**src/timer8_pkg.sv**
```systemverilog
// timer8_pkg: register map, field layouts, reset values and prescaler taps
// for the 8-bit compare timer; assumes 32-bit APB, one register per word.
package timer8_pkg;

  // register indices; byte address is four times the index
  localparam logic [7:0] IDX_CONTROL_A = 8'h25;
  localparam logic [7:0] IDX_COUNT     = 8'h26;
  localparam logic [7:0] IDX_COMPARE_A = 8'h27;
  localparam logic [7:0] IDX_COMPARE_B = 8'h28;
  localparam logic [7:0] IDX_FLAGS     = 8'h35;
  localparam logic [7:0] IDX_ENABLE    = 8'h6E;

  localparam int unsigned APB_AW = 12;

  localparam logic [11:0] ADDR_CONTROL_A = {2'b00, IDX_CONTROL_A, 2'b00};
  localparam logic [11:0] ADDR_COUNT     = {2'b00, IDX_COUNT, 2'b00};
  localparam logic [11:0] ADDR_COMPARE_A = {2'b00, IDX_COMPARE_A, 2'b00};
  localparam logic [11:0] ADDR_COMPARE_B = {2'b00, IDX_COMPARE_B, 2'b00};
  localparam logic [11:0] ADDR_FLAGS     = {2'b00, IDX_FLAGS, 2'b00};
  localparam logic [11:0] ADDR_ENABLE    = {2'b00, IDX_ENABLE, 2'b00};

  // values after reset
  localparam logic [7:0] RST_CONTROL_A = 8'h00;
  localparam logic [7:0] RST_COUNT     = 8'h00;
  localparam logic [7:0] RST_COMPARE   = 8'h00;
  localparam logic [2:0] RST_FLAGS     = 3'h0;
  localparam logic [2:0] RST_ENABLE    = 3'h0;

  localparam logic [7:0] COUNT_MAX    = 8'hFF;
  localparam logic [7:0] COUNT_BOTTOM = 8'h00;

  // flag and enable bit positions
  localparam int unsigned BIT_OVERFLOW  = 0;
  localparam int unsigned BIT_COMPARE_A = 1;
  localparam int unsigned BIT_COMPARE_B = 2;

  // prescaler taps
  localparam int unsigned PRE_W    = 10;
  localparam int unsigned DIV_8    = 8;
  localparam int unsigned DIV_64   = 64;
  localparam int unsigned DIV_256  = 256;
  localparam int unsigned DIV_1024 = 1024;
  localparam logic [PRE_W-1:0] PRE_MASK_8    = PRE_W'(DIV_8 - 1);
  localparam logic [PRE_W-1:0] PRE_MASK_64   = PRE_W'(DIV_64 - 1);
  localparam logic [PRE_W-1:0] PRE_MASK_256  = PRE_W'(DIV_256 - 1);
  localparam logic [PRE_W-1:0] PRE_MASK_1024 = PRE_W'(DIV_1024 - 1);

  typedef enum logic [2:0] {
    CS_STOP     = 3'b000,
    CS_DIV1     = 3'b001,
    CS_DIV8     = 3'b010,
    CS_DIV64    = 3'b011,
    CS_DIV256   = 3'b100,
    CS_DIV1024  = 3'b101,
    CS_EXT_FALL = 3'b110,
    CS_EXT_RISE = 3'b111
  } clock_select_t;

  typedef struct packed {
    logic [3:0]    reserved;
    logic          clear_on_compare_sel;
    clock_select_t clock_select;
  } timer_control_t;

  typedef struct packed {
    logic compare_flag_b;
    logic compare_flag_a;
    logic overflow_flag;
  } timer_flags_t;

endpackage

```
**src/timer8_compare_ctc.sv**
```systemverilog
// timer8_compare_ctc: 8-bit up counter with two compare channels, normal
// and clear-on-compare modes, reached over APB; assumes a CPU core that
// acknowledges each interrupt it services with a one-cycle pulse.
// Operation
// - The count is compared with both compare values at all times.
// - A match sets its compare flag at the next timer clock tick.
// - A set and enabled flag requests an interrupt; service clears it.
// - Writing one to a flag bit clears it; writing zero keeps it.
// - A count write blocks all matches up to and including the next timer tick.
// - Normal mode counts up only and wraps from 0xFF to 0x00.
// - Normal mode sets overflow as the count becomes zero.
// - Clear-on-compare mode clears the count on a match with A.
// - Compare writes act at once; a top below the count wraps first.
// - Clear-on-compare mode also sets overflow on 0xFF to 0x00.
// - The upper four control bits always read as zero.
// - Clock select codes 0 to 5 pick stop, undivided or a tap.
// - Codes 6 and 7 count falling or rising edges of the pin.
// - The pin is counted even when it is driven as an output.
// - Software reads and writes the count with or without a clock.
// - A count write wins over a coincident count or clear.
`timescale 1ns/1ps
`default_nettype none
module timer8_compare_ctc
  import timer8_pkg::*;
(
  // clock and reset
  input  wire logic              ref_clk_i,
  input  wire logic              reset_i,
  // apb slave
  input  wire logic              psel_i,
  input  wire logic              penable_i,
  input  wire logic              pwrite_i,
  input  wire logic [APB_AW-1:0] paddr_i,
  input  wire logic [31:0]       pwdata_i,
  input  wire logic [3:0]        pstrb_i,
  output logic                   pready_o,
  output logic [31:0]            prdata_o,
  output logic                   pslverr_o,
  // external count pin, sampled even while driven as an output
  input  wire logic              external_count_pin_i,
  // interrupt requests and service acknowledges, bit order of the flags
  output logic [2:0]             irq_o,
  input  wire logic [2:0]        irq_ack_i
);

  timer_control_t   control;
  logic [7:0]       count_value;
  logic [7:0]       compare_value_a;
  logic [7:0]       compare_value_b;
  timer_flags_t     flags;
  logic [2:0]       enables;
  logic [PRE_W-1:0] prescale;
  logic             block;
  logic             ext_rise;
  logic             ext_fall;
  logic             timer_clock_enable;
  logic             match_a;
  logic             match_b;
  logic             set_a;
  logic             set_b;
  logic             set_ovf;
  logic             setup;
  logic             wr_take;
  logic             wr_ctrl;
  logic             wr_count;
  logic             wr_cmp_a;
  logic             wr_cmp_b;
  logic             wr_flags;
  logic             wr_enable;
  logic             mapped;
  logic [7:0]       read_mux;
  logic [2:0]       flag_clear;
  timer_flags_t     next_flags;

  // zero wait states: read data is captured in the setup cycle
  assign pready_o = 1'b1;
  assign setup    = psel_i && !penable_i;
  assign wr_take  = psel_i && penable_i && pwrite_i && pstrb_i[0];

  always_comb begin
    mapped    = 1'b1;
    read_mux  = 8'h00;
    wr_ctrl   = 1'b0;
    wr_count  = 1'b0;
    wr_cmp_a  = 1'b0;
    wr_cmp_b  = 1'b0;
    wr_flags  = 1'b0;
    wr_enable = 1'b0;
    if (paddr_i == ADDR_CONTROL_A) begin
      read_mux = {4'h0, control.clear_on_compare_sel,
                  control.clock_select};
      wr_ctrl  = wr_take;
    end else if (paddr_i == ADDR_COUNT) begin
      read_mux = count_value;
      wr_count = wr_take;
    end else if (paddr_i == ADDR_COMPARE_A) begin
      read_mux = compare_value_a;
      wr_cmp_a = wr_take;
    end else if (paddr_i == ADDR_COMPARE_B) begin
      read_mux = compare_value_b;
      wr_cmp_b = wr_take;
    end else if (paddr_i == ADDR_FLAGS) begin
      read_mux = {5'h00, flags};
      wr_flags = wr_take;
    end else if (paddr_i == ADDR_ENABLE) begin
      read_mux  = {5'h00, enables};
      wr_enable = wr_take;
    end else begin
      mapped = 1'b0;
    end
  end

  always_ff @(posedge ref_clk_i or posedge reset_i) begin
    if (reset_i) begin
      prdata_o  <= 32'h0000_0000;
      pslverr_o <= 1'b0;
    end else if (setup) begin
      prdata_o  <= {24'h00_0000, read_mux};
      pslverr_o <= !mapped;
    end
  end

  always_ff @(posedge ref_clk_i or posedge reset_i) begin
    if (reset_i) begin
      control <= timer_control_t'(RST_CONTROL_A);
    end else if (wr_ctrl) begin
      control.reserved             <= 4'h0;
      control.clear_on_compare_sel <= pwdata_i[3];
      control.clock_select         <= clock_select_t'(pwdata_i[2:0]);
    end
  end

  // compare values take effect at once, no shadow copy
  always_ff @(posedge ref_clk_i or posedge reset_i) begin
    if (reset_i) begin
      compare_value_a <= RST_COMPARE;
      compare_value_b <= RST_COMPARE;
    end else begin
      if (wr_cmp_a) begin
        compare_value_a <= pwdata_i[7:0];
      end
      if (wr_cmp_b) begin
        compare_value_b <= pwdata_i[7:0];
      end
    end
  end

  always_ff @(posedge ref_clk_i or posedge reset_i) begin
    if (reset_i) begin
      enables <= RST_ENABLE;
    end else if (wr_enable) begin
      enables <= pwdata_i[2:0];
    end
  end

  // free-running prescaler shared by all taps
  always_ff @(posedge ref_clk_i or posedge reset_i) begin
    if (reset_i) begin
      prescale <= '0;
    end else begin
      prescale <= PRE_W'(prescale + 1'b1);
    end
  end

  // pin is never qualified by a direction bit
  timer8_edge_sync u_edge_sync (
    .ref_clk_i (ref_clk_i),
    .reset_i   (reset_i),
    .pin_i     (external_count_pin_i),
    .rise_o    (ext_rise),
    .fall_o    (ext_fall)
  );

  always_comb begin
    case (control.clock_select)
      CS_STOP:     timer_clock_enable = 1'b0;
      CS_DIV1:     timer_clock_enable = 1'b1;
      CS_DIV8:     timer_clock_enable =
                     (prescale & PRE_MASK_8) == PRE_MASK_8;
      CS_DIV64:    timer_clock_enable =
                     (prescale & PRE_MASK_64) == PRE_MASK_64;
      CS_DIV256:   timer_clock_enable =
                     (prescale & PRE_MASK_256) == PRE_MASK_256;
      CS_DIV1024:  timer_clock_enable =
                     (prescale & PRE_MASK_1024) == PRE_MASK_1024;
      CS_EXT_FALL: timer_clock_enable = ext_fall;
      CS_EXT_RISE: timer_clock_enable = ext_rise;
      default:     timer_clock_enable = 1'b0;
    endcase
  end

  assign match_a = (count_value == compare_value_a);
  assign match_b = (count_value == compare_value_b);

  // block lingers through a stopped timer until a tick consumes it
  always_ff @(posedge ref_clk_i or posedge reset_i) begin
    if (reset_i) begin
      block <= 1'b0;
    end else if (wr_count) begin
      block <= 1'b1;
    end else if (timer_clock_enable) begin
      block <= 1'b0;
    end
  end

  always_ff @(posedge ref_clk_i or posedge reset_i) begin
    if (reset_i) begin
      count_value <= RST_COUNT;
    end else if (wr_count) begin
      count_value <= pwdata_i[7:0];
    end else if (timer_clock_enable) begin
      if (control.clear_on_compare_sel && match_a && !block) begin
        count_value <= COUNT_BOTTOM;
      end else begin
        count_value <= 8'(count_value + 8'h01);
      end
    end
  end

  assign set_a   = timer_clock_enable && match_a && !block;
  assign set_b   = timer_clock_enable && match_b && !block;
  assign set_ovf = timer_clock_enable && !wr_count &&
                   (count_value == COUNT_MAX);

  assign flag_clear = ({3{wr_flags}} & pwdata_i[2:0]) | irq_ack_i;

  // a set in the cycle of a clear wins
  always_comb begin
    next_flags = flags & timer_flags_t'(~flag_clear);
    if (set_a) begin
      next_flags.compare_flag_a = 1'b1;
    end
    if (set_b) begin
      next_flags.compare_flag_b = 1'b1;
    end
    if (set_ovf) begin
      next_flags.overflow_flag = 1'b1;
    end
  end

  always_ff @(posedge ref_clk_i or posedge reset_i) begin
    if (reset_i) begin
      flags <= timer_flags_t'(RST_FLAGS);
    end else begin
      flags <= next_flags;
    end
  end

  assign irq_o = flags & enables;
endmodule // timer8_compare_ctc
`default_nettype wire

```
**src/timer8_edge_sync.sv**
```systemverilog
// timer8_edge_sync: brings the external count pin into the clock domain
// and gives one-cycle pulses on its settled rising and falling edges.
// assumes the pin is asynchronous to ref_clk_i.
`timescale 1ns/1ps
`default_nettype none
module timer8_edge_sync (
  // clock and reset
  input  wire logic ref_clk_i,
  input  wire logic reset_i,
  // pin
  input  wire logic pin_i,
  // edge pulses
  output logic      rise_o,
  output logic      fall_o
);

  logic [2:0] sync;
  logic [2:0] filled;
  logic       level;
  logic       primed;

  // zeros left by reset are not pin samples: the chain counts as settled
  // only once three real samples have been shifted in
  always_ff @(posedge ref_clk_i or posedge reset_i) begin
    if (reset_i) begin
      sync   <= 3'h0;
      filled <= 3'h0;
    end else begin
      sync   <= {sync[1:0], pin_i};
      filled <= {filled[1:0], 1'b1};
    end
  end

  // first settled level after reset is taken without a pulse, so a pin
  // that idles high does not fake an edge
  always_ff @(posedge ref_clk_i or posedge reset_i) begin
    if (reset_i) begin
      level  <= 1'b0;
      primed <= 1'b0;
      rise_o <= 1'b0;
      fall_o <= 1'b0;
    end else begin
      rise_o <= 1'b0;
      fall_o <= 1'b0;
      if (filled[2] && (sync[1] == sync[2])) begin
        primed <= 1'b1;
        level  <= sync[2];
        if (primed && (sync[2] != level)) begin
          rise_o <= sync[2];
          fall_o <= ~sync[2];
        end
      end
    end
  end

endmodule // timer8_edge_sync
`default_nettype wire

```
**config.mk**
```make
export PLATFORM = sky130hd
export DESIGN_NAME = timer8_compare_ctc
export DESIGN_NICKNAME = d
export VERILOG_FILES = /design/src/timer8_pkg.sv /design/src/timer8_compare_ctc.sv /design/src/timer8_edge_sync.sv
export SDC_FILE = /design/constraint.sdc
export NUM_CORES = 1
export LEC_CHECK = 0
export ABC_AREA = 1
export BUFFER_PORTS_ARGS = -buffer_cell sky130_fd_sc_hd__buf_2
export CORE_UTILIZATION = 30
export DETAILED_ROUTE_END_ITERATION = 6
export GPL_ROUTABILITY_DRIVEN = 0
export REMOVE_ABC_BUFFERS = 1
export SLEW_MARGIN = 20
export SYNTH_ARGS = -nofsm -noshare
export SYNTH_HDL_FRONTEND = slang
export SYNTH_SLANG_ARGS = --single-unit
```
**constraint.sdc**
```tcl
create_clock -name ref_clk_i -period 3.1 [get_ports ref_clk_i]
set_input_delay 0.155 -clock ref_clk_i [delete_from_list [all_inputs] [get_ports ref_clk_i]]
set_output_delay 0.155 -clock ref_clk_i [all_outputs]
set_load 0.02 [all_outputs]
```
# Yosys cells after proc, flatten, opt, wreduce, memory -nomap -nowiden
# Cells that the tools add are included.
[totals] reg_bits=64
[op_classes] eq_ne=22 addsub=2 reduce_logical=20 n_mux=46 bitwise_logic=6
[ops] op="12-bit by 8-bit equality test with 1-bit output (second input constant)" n=5
[ops] op="8-bit two-way mux" n=7
[ops] op="1-bit two-way mux" n=36
[ops] op="8-bit equality test" n=2
[ops] op="8-bit equality test (second input constant)" n=2
[ops] op="3-bit equality test (second input constant)" n=5
[ops] op="1-bit logical AND" n=14
[ops] op="12-bit by 9-bit equality test with 1-bit output (second input constant)" n=1
[ops] op="10-bit by 1-bit adder with 10-bit output (second input constant)" n=1
[ops] op="10-bit equality test (second input constant)" n=1
[ops] op="3-bit bitwise AND" n=3
[ops] op="8-bit by 1-bit adder with 8-bit output (second input constant)" n=1
[ops] op="1-bit one-hot mux with 8 select lines" n=1
[ops] op="3-bit by 2-bit equality test with 1-bit output (second input constant)" n=2
[ops] op="6-bit equality test (second input constant)" n=1
[ops] op="3-bit two-way mux" n=2
[ops] op="1-bit zero test" n=4
[ops] op="3-bit by 1-bit equality test with 1-bit output (second input constant)" n=1
[ops] op="3-bit zero test" n=1
[ops] op="3-bit NOT" n=1
[ops] op="3-bit bitwise OR" n=1
[ops] op="2-bit nonzero test" n=1
[ops] op="1-bit equality test" n=1
[ops] op="1-bit inequality test" n=1
[ops] op="1-bit NOT" n=1

# Longest topological paths before layout
[logic_depth] ltp_word=13 depth_mapped=12 depth_no_buf=12

# Modules after synthesis
# A second synthesis with hierarchy kept.
[hier_totals] hier_cells=496 hier_area_um2=3912.5
[by_module_without_submodules] mod="timer8_compare_ctc" instances=1 area_per_inst_um2=3587.2 cells_per_inst=470
[by_module_without_submodules] mod="timer8_edge_sync" instances=1 area_per_inst_um2=325.3 cells_per_inst=26

# Worst setup path after synthesis
# No wires, ideal clock.
[synth_timing] path_kind="flip-flop to flip-flop" startpoint="register prescale[0]" endpoint="register count_value[0]" synth_period_minus_slack_ns=1.502 n_path_buf=1 t_required_ns=2.983 setup_time_ns=0.117 arrival_time_ns=1.385 stages_incl_launch_ff=9 slack_ns=1.598 path_cell_list="dfrtp_1 > ha_1 > nand3_2 > nor2_4 > o21ai_2 > nand2_4 > buf_6 > nand4_1 > nand2_1"
[synth_via] elab_chain_cells=3
[synth_rtl] element="from (decl)" line_no="timer8_compare_ctc.sv:52" rtl="logic [PRE_W-1:0] prescale;"
[synth_rtl] element="from (signal assigned)" line_no="timer8_compare_ctc.sv:161" rtl="prescale <= PRE_W'(prescale + 1'b1);"
[synth_rtl] element="10-bit equality test (tied with other cells)" line_no="timer8_compare_ctc.sv:185" rtl="(prescale & PRE_MASK_1024) == PRE_MASK_1024;"
[synth_rtl] element="1-bit one-hot mux with 8 select lines *" line_no="timer8_compare_ctc.sv:175" rtl="case (control.clock_select)"
[synth_rtl] element="2-bit nonzero test (no line) *"
[synth_rtl] element="to (signal assigned)" line_no="timer8_compare_ctc.sv:210" rtl="count_value <= pwdata_i[7:0];"
[synth_rtl] element="to (signal assigned)" line_no="timer8_compare_ctc.sv:215" rtl="count_value <= 8'(count_value + 8'h01);"
[synth_rtl] element="to (decl)" line_no="timer8_compare_ctc.sv:47" rtl="logic [7:0] count_value;"
# Mark *: on every way between the ends. The rest lies on a longest branch, timed or not.
# A chain may end at the register's enable or synchronous reset.

==> reports/results.md <==
- 0 ps — TNS Setup
- hold timing — violations in the final reports
- sky130_fd_sc_hd__clkbuf_16 — clock root cell
- 41 — count of port buffers added during placement
- 3970 sq um — area of the mapped netlist
- 1970 ps — Worst Path Arrival
- 0 — fraction of synthesized area in multiplexers
- 4.54 — number of vias per cell
- 0.569 — final cycle utilization of the critical path
- 4 — total iterations of the first detailed-routing run
- 3310 ps — required time reported for the critical path endpoint
- flop — startpoint types
- 46 — final hold violations
- 37 — number of different library cells in the post-synthesis netlist
- 0 — Max Cap Violations
- 390 ps — crit-path max cell delay
- 0 — worst path buffer plus inverter count
- 0 — number of enable flip-flop cells after synthesis
- 6.86 ps — setup clock skew after layout
- 9.20 mm — drt total wl
- flop — critical path capture point type
- 48 — largest net degree at the start of global routing
- 117 um — die height
- 3 — H-tree depth reported by CTS
- 94 — num ports
- 0.403 — share of the synthesized area in the top cell type
- 7.91 sq um — mean instance size in the synthesized netlist
- 0 — max-slew violation count
- 854 ps — slew at the pin closest to its max-slew limit
- 0 — final setup violating endpoints
- 60 ps — Clock transition at path regs
- 14.5% — Area Growth Syn to Fin
- 0 — DRC errors left
- 0.268 mV — maximum VDD drop
- 433 nW/um^2 — Pwr Density
- in -> async — Tightest Hold Check Type
- 6.88 mm — post-detailed-placement half-perimeter wirelength
- 9 — Inserted Clock Buffers
- 0.311 — initial core utilization
- 2.43 nW — total leakage power
- built — clock tree from TritonCTS
- 207 — starting DRC count in detailed routing
- 0.00945 — share of synthesized cell area in full adder, half adder and majority cells
- 117 um — die width
- 0.0353 — xor-xnor portion of the synthesized cell area
- complete, but fails checks — outcome
- reg -> reg — type of the setup path with the least slack
- no — RSZ-0062 raised after global routing
- 1.00 — share of synthesized registers carrying an async set or reset
- 0 — n_diodes
- 12.7 um — DR WL/cell
- 3,150 — via count of the first global-routing pass
- 0 — final antenna-violating net count
- 330 ps — clock latency reported for the late side of the worst-skew pair
- 0 — overall overflow remaining after global route
- 12,800 sq um — Core Region
- prescale[0] — first element of the critical path
- 13,700 sq um — floorplan die area
- 64 — synthesis-stage register bit count
- 64 — number of clock sinks seen by CTS
- 12 — largest fanout of any net on the critical path
- 0.210 — fraction of final layout cells with drive strength greater than 1
- sky130_fd_sc_hd__dfrtp_1 — dominant synthesized flop cell
- 0.0989 — Compound-Gate Fraction of Synth Area
- 0.147 — overall fraction of global-route tracks in use
- simple AND/OR/NAND/NOR gates — delay-heaviest family, CP
- simple AND/OR/NAND/NOR gates — combinational family with the most area after synthesis
- prescale[0] — Worst R2R Start
- 567 MHz — maximum frequency from static timing analysis
- 0.431 — Max-Slew Margin vs Limit
- 608 — net count of the finished layout
- 41 — Rows
- 708 — number of placed cells counting well taps
- 15.4 mm — global-route wire length before repair
- 1760 ps — time the worst path needs with I/O delays and setup
- ha_1, nand3_2, nor2_4, o21ai_2, nand2_4, nand4_1, nand2_1 — CP Cell Sequence
- 0.319 — basic-gate share of the synthesized area counting and, or, nand and nor cells
- sky130_fd_sc_hd__dfrtp_1 — Yosys top cell by area
- 2 — Max Buffers Root-to-Sink
- sky130_fd_sc_hd__dfrtp_1 — Crit-path slowest cell
- 3,295 — vias post-DR
- 502 — number of cells produced by synthesis
- 0 — number of antenna violations at the first check in global routing
- 0 — number of synthesis warnings
- sky130_fd_sc_hd__dfrtp_1 (40%), sky130_fd_sc_hd__nand2_1 (12%), sky130_fd_sc_hd__inv_1 (6.1%) — leading post-synthesis cells by cell area
- 725 — Cell Count, Final, Fillers Out
- 0.403 — part of the Yosys area used for sequential elements
- -22.7 ps — Fin Hold WS
-- metrics by stage --
stage                util  total power, mW  hold WS, ps  setup WS (ps)  cell area, sq um
finish              0.356             1.97        -22.7           1340              4550
global route        0.356             2.04         50.0           1210              4550
CTS                 0.356             1.99         79.9           1350              4550
detailed placement  0.333             1.02          266           1360              4250
global placement    0.333             1.02          263           1390              4250
floorplan               -            0.966          186           1350              3810
-- worst reg2reg max path, stage by stage, from the launching register on --
cell and delay [ps]:
sky130_fd_sc_hd__dfrtp_1 390, sky130_fd_sc_hd__ha_1 230, sky130_fd_sc_hd__nand3_2 130, sky130_fd_sc_hd__nor2_4 60
sky130_fd_sc_hd__o21ai_2 380, sky130_fd_sc_hd__nand2_4 190, sky130_fd_sc_hd__nand4_1 200, sky130_fd_sc_hd__nand2_1 70
-- layer usage --
metal  routed length (um)  global-route usage  up-vias
met5                    0                   0        -
met4                   92              0.0397        0
met1                 4260               0.195     1562
li1                     -                   -     1644
met3                  476              0.0330        8
met2                 4370               0.243       81
-- placed cells by master (no fill, tap or decap), types with 4 or more instances in the layout --
| cell | instances |
|---|---|
| sky130_fd_sc_hd__inv_1 | 64 |
| sky130_fd_sc_hd__xor2_1 | 8 |
| sky130_fd_sc_hd__dfrtp_1 | 64 |
| sky130_fd_sc_hd__buf_2 | 41 |
| sky130_fd_sc_hd__xnor2_1 | 8 |
| sky130_fd_sc_hd__nand4_1 | 23 |
| sky130_fd_sc_hd__o21ai_0 | 19 |
| sky130_fd_sc_hd__nand2_2 | 4 |
| sky130_fd_sc_hd__o21ai_1 | 8 |
| sky130_fd_sc_hd__clkbuf_16 | 9 |
| sky130_fd_sc_hd__nor2_4 | 5 |
| sky130_fd_sc_hd__nor2_8 | 4 |
| sky130_fd_sc_hd__o21ai_2 | 18 |
| sky130_fd_sc_hd__nand2_4 | 6 |
| sky130_fd_sc_hd__nand2_1 | 125 |
| sky130_fd_sc_hd__a21oi_1 | 11 |
| sky130_fd_sc_hd__nor2_1 | 39 |
| sky130_fd_sc_hd__nand3_1 | 28 |
| sky130_fd_sc_hd__conb_1 | 26 |
| sky130_fd_sc_hd__inv_2 | 9 |
-- report_power, final --
| group | total [mW] | internal [mW] | switching, mW |
|---|---|---|---|
| clock | 0.964 | 0.585 | 0.380 |
| sequential | 0.854 | 0.848 | 0.00600 |
| combinational | 0.148 | 0.0364 | 0.112 |
| total | 1.97 | 1.47 | 0.497 |
-- kinds of logic (layout without fill, tap and decap cells) --
kind of cell	after synthesis	after routing
adder cells (fa/ha/maj)	3	3
buffers and inverters	107	134
AO/OA/AOI/OAI	62	62
XOR/XNOR	16	16
other	2	26
AND/OR/NAND/NOR	248	248
flip-flops	64	64
-- final cells by class --
class,instances,area [sq um]
sequential,64,1600
tap,172,215
multi-input combinational,355,1940
fill,1341,8230
timing repair buffer,44,230
inverter,74,279
clock inverter,4,28.8
clock buffer,12,256
-- cells in the mapped netlist, types with 2 or more instances --
cell type / instances
sky130_fd_sc_hd__xnor2_1: 8
sky130_fd_sc_hd__o22ai_1: 2
sky130_fd_sc_hd__o21ai_1: 8
sky130_fd_sc_hd__inv_1: 65
sky130_fd_sc_hd__xor2_1: 8
sky130_fd_sc_hd__nand3_2: 2
sky130_fd_sc_hd__nor2_8: 4
sky130_fd_sc_hd__buf_6: 3
sky130_fd_sc_hd__conb_1: 2
sky130_fd_sc_hd__ha_1: 3
sky130_fd_sc_hd__nand2_4: 6
sky130_fd_sc_hd__a21oi_1: 11
sky130_fd_sc_hd__dfrtp_1: 64
sky130_fd_sc_hd__nor2_2: 2
sky130_fd_sc_hd__nor2_4: 5
sky130_fd_sc_hd__nand2_2: 4
sky130_fd_sc_hd__nand3_4: 2
sky130_fd_sc_hd__buf_2: 2
sky130_fd_sc_hd__nand2_1: 125
sky130_fd_sc_hd__nand3_1: 28
sky130_fd_sc_hd__o21ai_2: 18
sky130_fd_sc_hd__nor4_1: 2
sky130_fd_sc_hd__nor3_1: 2
sky130_fd_sc_hd__inv_2: 9
sky130_fd_sc_hd__nor2_1: 39
sky130_fd_sc_hd__o21ai_0: 19
sky130_fd_sc_hd__nand4_1: 23
sky130_fd_sc_hd__a21oi_2: 2
sky130_fd_sc_hd__buf_4: 26
-- flip-flops by register name, indices dropped and copies added (netlist names) --
name	cells
enables	3
u_edge_sync.primed	1
prdata_o	8
u_edge_sync.fall_o	1
pslverr_o	1
u_edge_sync.sync	3
count_value	8
u_edge_sync.filled	3
u_edge_sync.rise_o	1
u_edge_sync.level	1
control	4
compare_value_b	8
block	1
flags	3
prescale	10
compare_value_a	8
-- path summary, 6_finish.rpt --
check                                           end  slack [ps]  cells after the start
worst max-delay path                       flags[0]        1340                      7
worst min-delay path             u_edge_sync.primed         -20                      2
worst max register to register             flags[0]        1340                      7
worst min register to register  u_edge_sync.sync[1]         350                      0
max in group asynchronous        compare_value_b[4]        2380                      3
min in group ref_clk_i                     flags[2]          80                      4
-- timing repair --
| action | 4_1_cts | 5_1_grt |
|---|---|---|
| hold endpoints to repair | 1 | 0 |
| gates resized for setup | 0 | 0 |
| buffers inserted | 0 | 0 |
| endpoints found under the setup margin | 0 | 0 |
| hold buffers | 1 | 0 |
No activity file was read; power rests on OpenSTA's default activity.
